## config.mk

```make
export PLATFORM = sky130hd
export DESIGN_NAME = charger_cfg_dev_flat
export DESIGN_NICKNAME = d
export VERILOG_FILES = /design/src/core/charger_cfg_pkg.sv /design/src/core/charger_cfg_if.sv /design/src/core/charger_cfg_dev.sv /design/src/core/alarm_threshold_cmp.sv /design/src/flat_wrapper.sv
export SDC_FILE = /design/constraint.sdc
export NUM_CORES = 1
export LEC_CHECK = 0
export BUFFER_PORTS_ARGS = -buffer_cell sky130_fd_sc_hd__buf_2
export CORE_MARGIN = 2
export CORE_UTILIZATION = 52
export DETAILED_ROUTE_END_ITERATION = 16
export GPL_TIMING_DRIVEN = 0
export PLACE_DENSITY_LB_ADDON = 0.25
export SLEW_MARGIN = 15
export SYNTH_ARGS = -nofsm -noshare
export SYNTH_HDL_FRONTEND = slang
export SYNTH_SLANG_ARGS = --single-unit
```

## constraint.sdc

```tcl
create_clock -name pclk -period 4.22 [get_ports pclk]
set_clock_uncertainty 0.1 [all_clocks]
set_input_delay 0.422 -clock pclk [delete_from_list [all_inputs] [get_ports pclk]]
set_output_delay 0.422 -clock pclk [all_outputs]
set_load 0.01 [all_outputs]
```

## src/core/charger_cfg_pkg.sv

```systemverilog
// constants shared by both ends of the charger configuration link
// assumes one clock domain (pclk) for the whole design
package charger_cfg_pkg;

	// register port
	localparam int ADDR_W = 8;
	localparam int DATA_W = 8;
	localparam int CUR_WIDTH = 16;

	// device register offsets
	localparam logic [7:0] OFF_BAT_OC_ALARM = 8'h03;
	localparam logic [7:0] OFF_BAT_UC_ALARM = 8'h04;
	localparam logic [7:0] OFF_CTRL_FIRST = 8'h05;
	localparam logic [7:0] OFF_LIVE_STATUS = 8'h0C;
	localparam logic [7:0] OFF_EVENT_FLAGS = 8'h0D;
	localparam logic [7:0] OFF_CHARGE_CTRL = 8'h0E;

	// reset values
	localparam logic [7:0] RST_BAT_OC_ALARM = 8'h46;
	localparam logic [7:0] RST_BAT_UC_ALARM = 8'h28;
	localparam logic [7:0] RST_CTRL_FIRST = 8'h02;

	// field positions
	localparam int ALARM_OFF_BIT = 7;
	localparam int CODE_MSB = 6;
	localparam int UCP_OFF_BIT = 7;
	localparam int UCP_SET_BIT = 6;
	localparam int RCP_OFF_BIT = 5;
	localparam int RCP_SET_BIT = 4;
	localparam int CFG_BIT = 3;
	localparam int ERRHI_OFF_BIT = 2;
	localparam int CHARGE_ENABLE_BIT = 0;
	localparam int REG_RST_BIT = 7;

	// event flag / status bits
	localparam int EV_BAT_OC = 0;
	localparam int EV_BAT_UC = 1;
	localparam int EV_IN_UC = 2;
	localparam int EV_REV = 3;
	localparam int EV_W = 4;

	// thresholds in mA
	localparam int BAT_OC_STEP_MA = 100;
	localparam int BAT_OC_OFFSET_MA = 0;
	localparam int BAT_UC_STEP_MA = 50;
	localparam int BAT_UC_OFFSET_MA = 0;
	localparam int IN_UC_MA = 250;
	localparam int REV_MA = 300;

	// host APB register offsets
	localparam logic [7:0] APB_CMD = 8'h00;
	localparam logic [7:0] APB_RESULT = 8'h04;
	localparam logic [7:0] APB_IRQ_STATUS = 8'h08;
	localparam logic [7:0] APB_IRQ_MASK = 8'h0C;
	localparam int CMD_ADDR_LSB = 8;
	localparam int CMD_WRITE_BIT = 16;
	localparam int RES_BUSY_BIT = 8;
	localparam int IRQ_DONE = 0;
	localparam int IRQ_DEV = 1;
	localparam int IRQ_REFUSED = 2;
	localparam int IRQ_W = 3;

	typedef enum logic [0:0] {
		LINK_IDLE = 1'b0,
		LINK_BUSY = 1'b1
	} link_state_t;

endpackage

```

## src/core/charger_cfg_if.sv

```systemverilog
// register port joining host controller and charger device
// assumes both ends run on the same pclk
`timescale 1ns/10ps
interface charger_cfg_if;
	import charger_cfg_pkg::*;
	logic req;
	logic we;
	logic [ADDR_W-1:0] addr;
	logic [DATA_W-1:0] wdata;
	logic [DATA_W-1:0] rdata;
	logic ack;
	logic int_n;

	modport dev(input req, input we, input addr, input wdata, output rdata, output ack, output int_n);
	modport host(output req, output we, output addr, output wdata, input rdata, input ack, input int_n);
endinterface

```

## src/core/charger_cfg_dev.sv

```systemverilog
// charger device end: alarm/control registers, alarms, protection trips
// assumes measurements come from on-chip logic on pclk; analog levels are asynchronous
//
// The implementer's own choice: the APB register port.
`timescale 1ns/10ps

////////////////////////////////////////////////////////////////////////////////
module charger_cfg_dev
	import charger_cfg_pkg::*;
#(
	parameter int CUR_W = CUR_WIDTH
) (
	// clock and reset
	input wire logic pclk,
	input wire logic presetn,
	// register port
	charger_cfg_if.dev link,
	// measurements, signed mA
	input wire logic signed [CUR_W-1:0] battery_current,
	input wire logic signed [CUR_W-1:0] input_current,
	// analog state
	input wire logic soft_start_done,
	input wire logic bus_voltage_error_high,
	// power stage
	output logic bypass_on,
	output logic switching_on,
	output logic charge_enable
);

	////////////////////////////////////////////////////////////////////////////////
	// declarations
	logic [DATA_W-1:0] bat_oc_r;
	logic [DATA_W-1:0] bat_uc_r;
	logic [DATA_W-1:0] ctrl_r;
	logic chg_r;
	logic [EV_W-1:0] flags_r;
	logic [EV_W-1:0] flags_nxt;
	logic ack_r;
	logic [DATA_W-1:0] rdata_r;
	logic ss_meta_r;
	logic ss_r;
	logic err_meta_r;
	logic err_r;
	logic int_n_r;
	logic bypass_r;
	logic switching_r;

	wire logic access;
	wire logic wr;
	wire logic rd;
	wire logic wr_oc;
	wire logic wr_uc;
	wire logic wr_ctrl;
	wire logic wr_chg;
	wire logic rd_flags;
	wire logic reg_reset;
	wire logic oc_reached;
	wire logic uc_reached;
	wire logic oc_alarm;
	wire logic uc_alarm;
	wire logic in_uc;
	wire logic in_uc_evt;
	wire logic rev_evt;
	wire logic trip;
	wire logic [EV_W-1:0] live;
	wire logic [EV_W-1:0] events;
	wire logic [DATA_W-1:0] rd_mux;
	wire logic switch_allowed;

	function automatic logic hit(input logic [ADDR_W-1:0] a, input logic [ADDR_W-1:0] off);
		hit = a == off;
	endfunction

	////////////////////////////////////////////////////////////////////////////////
	// register port decode
	// one access per request; ack pulse drops it so a held request is not repeated
	assign access = link.req & ~ack_r;
	assign wr = access & link.we;
	assign rd = access & ~link.we;
	assign wr_oc = wr & hit(link.addr, OFF_BAT_OC_ALARM);
	assign wr_uc = wr & hit(link.addr, OFF_BAT_UC_ALARM);
	assign wr_ctrl = wr & hit(link.addr, OFF_CTRL_FIRST);
	assign wr_chg = wr & hit(link.addr, OFF_CHARGE_CTRL);
	assign rd_flags = rd & hit(link.addr, OFF_EVENT_FLAGS);
	assign reg_reset = wr_chg & link.wdata[REG_RST_BIT];

	assign rd_mux = hit(link.addr, OFF_BAT_OC_ALARM) ? bat_oc_r :
		hit(link.addr, OFF_BAT_UC_ALARM) ? bat_uc_r :
		hit(link.addr, OFF_CTRL_FIRST) ? ctrl_r :
		hit(link.addr, OFF_LIVE_STATUS) ? {{(DATA_W-EV_W){1'b0}}, live} :
		hit(link.addr, OFF_EVENT_FLAGS) ? {{(DATA_W-EV_W){1'b0}}, flags_r} :
		hit(link.addr, OFF_CHARGE_CTRL) ? {{(DATA_W-1){1'b0}}, chg_r} :
		{DATA_W{1'b0}};

	always_ff @(posedge pclk or negedge presetn) begin
		if (!presetn) begin
			ack_r <= 1'b0;
			rdata_r <= '0;
		end else begin
			ack_r <= access;
			if (rd) begin
				rdata_r <= rd_mux;
			end
		end
	end

	assign link.ack = ack_r;
	assign link.rdata = rdata_r;

	////////////////////////////////////////////////////////////////////////////////
	// configuration registers
	always_ff @(posedge pclk or negedge presetn) begin
		if (!presetn) begin
			bat_oc_r <= RST_BAT_OC_ALARM;
			bat_uc_r <= RST_BAT_UC_ALARM;
			ctrl_r <= RST_CTRL_FIRST;
		end else if (reg_reset) begin
			bat_oc_r <= RST_BAT_OC_ALARM;
			bat_uc_r <= RST_BAT_UC_ALARM;
			ctrl_r <= RST_CTRL_FIRST;
		end else begin
			if (wr_oc) begin
				bat_oc_r <= link.wdata;
			end
			if (wr_uc) begin
				bat_uc_r <= link.wdata;
			end
			if (wr_ctrl) begin
				ctrl_r <= link.wdata;
			end
		end
	end

	////////////////////////////////////////////////////////////////////////////////
	// asynchronous analog levels
	always_ff @(posedge pclk or negedge presetn) begin
		if (!presetn) begin
			ss_meta_r <= 1'b0;
			ss_r <= 1'b0;
			err_meta_r <= 1'b0;
			err_r <= 1'b0;
		end else begin
			ss_meta_r <= soft_start_done;
			ss_r <= ss_meta_r;
			err_meta_r <= bus_voltage_error_high;
			err_r <= err_meta_r;
		end
	end

	////////////////////////////////////////////////////////////////////////////////
	// alarm thresholds
	alarm_threshold_cmp #(
		.CUR_W(CUR_W),
		.STEP_MA(BAT_OC_STEP_MA),
		.OFFSET_MA(BAT_OC_OFFSET_MA)
	) oc_cmp (
		.code(bat_oc_r[CODE_MSB:0]),
		.meas(battery_current),
		.reached(oc_reached)
	);

	alarm_threshold_cmp #(
		.CUR_W(CUR_W),
		.STEP_MA(BAT_UC_STEP_MA),
		.OFFSET_MA(BAT_UC_OFFSET_MA)
	) uc_cmp (
		.code(bat_uc_r[CODE_MSB:0]),
		.meas(battery_current),
		.reached(uc_reached)
	);

	assign oc_alarm = oc_reached & ~bat_oc_r[ALARM_OFF_BIT];
	assign uc_alarm = ~uc_reached & ~bat_uc_r[ALARM_OFF_BIT];

	////////////////////////////////////////////////////////////////////////////////
	// input protections
	// undercurrent setting bit at 0 is the reserved code: protection never fires; reverse never fires with its setting bit at 1
	assign in_uc = ss_r & ctrl_r[UCP_SET_BIT] & (int'(input_current) < IN_UC_MA);
	assign in_uc_evt = in_uc;
	// reverse current shows as negative input current
	assign rev_evt = chg_r & ~ctrl_r[RCP_OFF_BIT] & ~ctrl_r[RCP_SET_BIT] &
		(int'(input_current) < -REV_MA);
	assign trip = (in_uc_evt & ~ctrl_r[UCP_OFF_BIT]) | rev_evt;

	assign live = {rev_evt, in_uc, uc_alarm, oc_alarm};
	assign events = live;

	////////////////////////////////////////////////////////////////////////////////
	// event flags, cleared by reading; a new event beats the clear
	assign flags_nxt = (rd_flags ? {EV_W{1'b0}} : flags_r) | events;

	always_ff @(posedge pclk or negedge presetn) begin
		if (!presetn) begin
			flags_r <= '0;
			int_n_r <= 1'b1;
		end else begin
			flags_r <= flags_nxt;
			int_n_r <= ~|flags_nxt;
		end
	end

	assign link.int_n = int_n_r;

	////////////////////////////////////////////////////////////////////////////////
	// charge enable and power stage
	// trip beats a host write in the same cycle
	always_ff @(posedge pclk or negedge presetn) begin
		if (!presetn) begin
			chg_r <= 1'b0;
		end else if (trip) begin
			chg_r <= 1'b0;
		end else if (wr_chg & ~reg_reset) begin
			chg_r <= link.wdata[CHARGE_ENABLE_BIT];
		end
	end

	assign switch_allowed = ~err_r | ctrl_r[ERRHI_OFF_BIT];

	always_ff @(posedge pclk or negedge presetn) begin
		if (!presetn) begin
			bypass_r <= 1'b0;
			switching_r <= 1'b0;
		end else begin
			bypass_r <= chg_r & ~trip;
			switching_r <= chg_r & ~trip & switch_allowed;
		end
	end

	assign bypass_on = bypass_r;
	assign switching_on = switching_r;
	assign charge_enable = chg_r;

endmodule

```

## src/core/alarm_threshold_cmp.sv

```systemverilog
// code-to-threshold conversion and compare for one current alarm
// assumes measured current is a signed mA value on pclk
`timescale 1ns/10ps
module alarm_threshold_cmp #(
	parameter int CUR_W = 16,
	parameter int STEP_MA = 100,
	parameter int OFFSET_MA = 0
) (
	// setting
	input wire logic [6:0] code,
	// measurement
	input wire logic signed [CUR_W-1:0] meas,
	// result
	output logic reached
);
	wire logic signed [31:0] thr_ma;
	wire logic signed [31:0] meas_ma;

	// int keeps the product clear of overflow for any 7-bit code
	assign thr_ma = int'(code) * STEP_MA + OFFSET_MA;
	assign meas_ma = int'(meas);
	assign reached = meas_ma >= thr_ma;
endmodule

```

## src/flat_wrapper.sv

```systemverilog
// flat-port wrapper written by rule: the top's interface ports become plain ports
module charger_cfg_dev_flat import charger_cfg_pkg::*;
#(
	parameter int CUR_W = CUR_WIDTH
)
  (pclk, presetn, battery_current, input_current, soft_start_done, bus_voltage_error_high, bypass_on, switching_on, charge_enable, link_req, link_we, link_addr, link_wdata, link_rdata, link_ack, link_int_n);
  charger_cfg_if link_i ();
  input wire logic pclk;
  input wire logic presetn;
  input wire logic signed [CUR_W-1:0] battery_current;
  input wire logic signed [CUR_W-1:0] input_current;
  input wire logic soft_start_done;
  input wire logic bus_voltage_error_high;
  output logic bypass_on;
  output logic switching_on;
  output logic charge_enable;
  input wire logic [$bits(link_i.req)-1:0] link_req;
  input wire logic [$bits(link_i.we)-1:0] link_we;
  input wire logic [$bits(link_i.addr)-1:0] link_addr;
  input wire logic [$bits(link_i.wdata)-1:0] link_wdata;
  output wire logic [$bits(link_i.rdata)-1:0] link_rdata;
  output wire logic [$bits(link_i.ack)-1:0] link_ack;
  output wire logic [$bits(link_i.int_n)-1:0] link_int_n;
  assign link_i.req = link_req;
  assign link_i.we = link_we;
  assign link_i.addr = link_addr;
  assign link_i.wdata = link_wdata;
  assign link_rdata = link_i.rdata;
  assign link_ack = link_i.ack;
  assign link_int_n = link_i.int_n;
  charger_cfg_dev #(.CUR_W(CUR_W)) u_core (.pclk(pclk), .presetn(presetn), .link(link_i), .battery_current(battery_current), .input_current(input_current), .soft_start_done(soft_start_done), .bus_voltage_error_high(bus_voltage_error_high), .bypass_on(bypass_on), .switching_on(switching_on), .charge_enable(charge_enable));
endmodule
```

==> key figures <==
Drt
  • Vias/cell: 5.794
  • Initial DRC Count: around 190
  • Total Wirelength: about 10000 um
  • First-pass iteration count of the detailed router: 5
  • Vias: 3,343
  • # DRC: 0
  • DRT antenna net count: 0
  • Drt wl/cell: 17.30 um

Global routing
  • Pin count of the biggest net entering global routing: 46
  • Antenna violations before repair: 0
  • Global-route wire length before repair: about 16,000 um
  • Vias in the first global route: 3,338
  • Overflow after GRT: 0
  • Global-route usage over all layers: 24.13%

Critical path
  • Setup crit start kind: flip-flop
  • Critical R2R Launch: u_core.bat_oc_r[1]
  • Setup crit end: u_core.link.int_n
  • Critical path arrival: 4.31 ns
  • Setup CP Type: reg2reg
  • R2r endpoint: u_core.link.int_n
  • Crit Path Max Fanout: 5
  • Crit path launch: u_core.bat_oc_r[1]
  • Crit path capture type: flip-flop
  • Worst reg2reg setup slack: ~0.031 ns
  • Required time worst endpoint: 4.34 ns
  • Worst-case reg-to-reg path depth: 16

STA
  • Fin. max-slew vios: 0
  • Setup Viol. Count Final: 0
  • Slew of the pin with the lowest slew margin: 0.9866 ns
  • Hold Vio Cnt, Final: 0
  • RSZ-0062 raised after global routing: yes
  • Post-route setup slack: just over 0.03 ns
  • Fmax: between 200 and 250 MHz
  • Final worst path period share: ~99%
  • Setup_tns: 0 ns
  • Hold Slack: 0.1064 ns
  • Fin crit period: 4.189 ns
  • Relative slew slack: around a third

Synthesis
  • Combinational family with the most area after synthesis: adder cells
  • Share of flip-flops with an asynchronous set or reset: 100.0%
  • Multiplexer share of the synthesized area: 6.633%
  • Commonest register cell after synthesis: dfrtp_1
  • Synth Area in Simple Gates: 19.13%
  • Post-synthesis compound-gate area fraction: 12.47%
  • Number of synthesized flops with an enable pin: 0
  • Seq/Total Area, Yosys: approximately 29%
  • Post-Synth XOR/XNOR Area: 2.902%
  • Seq cells post-synth: 45
  • Syn Nets: 533
  • Yosys cell types: 60
  • Synthesized area: around 0.004 mm^2
  • Yosys warns: 0
  • Syn Area/Cell: 9.785 um^2
  • Cells after synthesis: 401
  • Adder-Cell Fraction of Synth Area: 25.64%

Floorplan
  • I/O pin cnt: 67
  • Die height: 90.87 um
  • Standard-cell rows: 31
  • Die area: 0.008256 mm^2
  • Core area: 0.007292 mm^2
  • Chip width: 90.87 um
  • Initial Utilization: 53.81%

CTS
  • Clk sink count: 45
  • H-tree lvl count: 2
  • Clk Latency, worst-skew pair: 0.31 ns
  • Root Driver: clkbuf_8
  • CTS tree: done
  • Clock-pin slew on the worst setup and hold paths: 0.09 ns
  • Num CTS Buffers: 5
  • Post-CTS Hold Buffers: 0
  • CTS Buffer Depth: 2

Run status
  • Outcome: completed

Place
  • Gpl congestion: 0.9172
  • Setup WS pre-CTS: -0.4706 ns
  • IO Port Bufs: 64
  • Dpl hpwl: 7642 um

Layout
  • Synthesis-to-layout area growth: 19.20%
  • Register Area: 0.001139 mm^2
  • # fillers: around 640
  • Nets@finish: 609
  • Most frequent cells in the layout: 67 x buf_2, 65 x ha_1, 47 x nor2_1
  • Multi-input logic area: 0.002776 mm^2
  • Most common cell after layout, fill and taps aside: buf_2
  • Share of cells above drive strength 1: 26.78%
  • Final core occ: 64.14%
  • Antenna diode count: 0

Flow run
  • Max cap viols: 0

Pwr
  • Leakage: 2.435 nW
  • Worst VDD drop: 0.0002135 V
  • Power density cells: 222.4 mW/mm^2

Min path
  • Hold Path Class: in2reg
## timing repair
action	in CTS	in global routing
endpoints found under the setup margin	5	5
endpoints found under the hold margin	0	0
pin swaps	10	7
buffers inserted	4	1
gates cloned	0	0
gates resized for setup	9	14
## worst min path at each step
stage                         end  slack (ns)                    from  depth (start not counted)
3_3_place_gp         u_core.err_r        0.23       u_core.err_meta_r                          0
5_1_grt          u_core.ss_meta_r        0.10         soft_start_done                          1
6_report         u_core.ss_meta_r        0.11         soft_start_done                          1
3_5_place_dp         u_core.err_r        0.24       u_core.err_meta_r                          0
4_1_cts         u_core.err_meta_r        0.11  bus_voltage_error_high                          1
2_1_floorplan  u_core.bat_oc_r[0]        0.03                 presetn                          0
## worst max-delay path, stage by stage (launching register included)
cell      delay [ns]
dfstp_2         0.62
buf_4           0.15
ha_1            0.22
ha_1            0.27
ha_1            0.24
fa_1            0.41
a21o_1          0.22
a21oi_2         0.18
o21bai_1        0.09
a21oi_1         0.18
xor2_1          0.25
ha_1            0.31
a21oi_2         0.15
o32ai_2         0.09
nor2_1          0.17
nand4_1         0.19
nor4_2          0.26
## cell families after synthesis
kind of cell | Yosys count
AO/OA/AOI/OAI | 71
flip-flops | 45
buffers and inverters | 33
adder cells (fa/ha/maj) | 78
multiplexers | 26
AND/OR/NAND/NOR | 135
XOR/XNOR | 13
## stage by stage
stage	area, um^2	total power (W)	std cells
floorplan	3924	0.0005993	401
global placement	4368	0.0006814	564
detailed placement	4368	0.0006894	564
CTS	4577	0.001027	576
global route	4677	0.001088	577
finish	4677	0.001040	577
## layer usage
layer	share of wire, %	global-route usage (%)	vias up
met1	44	32.42	1628
met3	4.3	2.922	17
met4	1.4	5.051	0
met2	50	41.92	78
met5	0	0	-
li1	-	-	1620
## synthesized netlist by cell type (all sizes together), types with 4 or more instances
library cell | n | share of area (%)
nor3 | 8 | 1.1
dfrtp | 38 | 24
mux2i | 26 | 6.6
nand2 | 22 | 2.5
a21oi | 20 | 2.6
nor2b | 7 | 1.4
nand4 | 6 | 1.3
o21ai | 7 | 0.89
a21o | 4 | 0.77
and3 | 4 | 0.64
and2 | 6 | 0.96
nor2 | 47 | 4.5
inv | 23 | 2.2
xor2 | 10 | 2.2
nand2b | 9 | 1.4
o211ai | 7 | 1.3
buf | 9 | 2.0
fa | 4 | 2.0
ha | 74 | 24
nor4 | 9 | 2.1
dfstp | 7 | 4.7
nand3 | 9 | 1.1
## power breakdown
part	switching, W	internal [W]	leakage, nW
logic	0.000121	0.000100	1.83
registers	0.0000192	0.000457	0.554
clock network	0.000163	0.000179	0.0558
total	0.000304	0.000736	2.44
## cell type report
class	instances	area share [%]
inverter	23	1.846
clock inverter	2	0.8293
buffer	10	1.766
multi-input combinational	323	59.36
tap	99	2.648
sequential	45	24.34
timing repair buffer	69	7.651
clock buffer	6	1.552
## registers in the layout, indices dropped and copies added (netlist names)
register and cells:
u_core.err_r 1, u_core.link.rdata 8, u_core.ss_r 1, u_core.bat_uc_r 8
u_core.switching_on 1, u_core.bat_oc_r 8, u_core.err_meta_r 1, u_core.charge_enable 1
u_core.bypass_on 1, u_core.flags_r 4, u_core.ctrl_r 8, u_core.link.ack 1
u_core.link.int_n 1, u_core.ss_meta_r 1
Note: power is estimated with default switching activity, not from simulation.
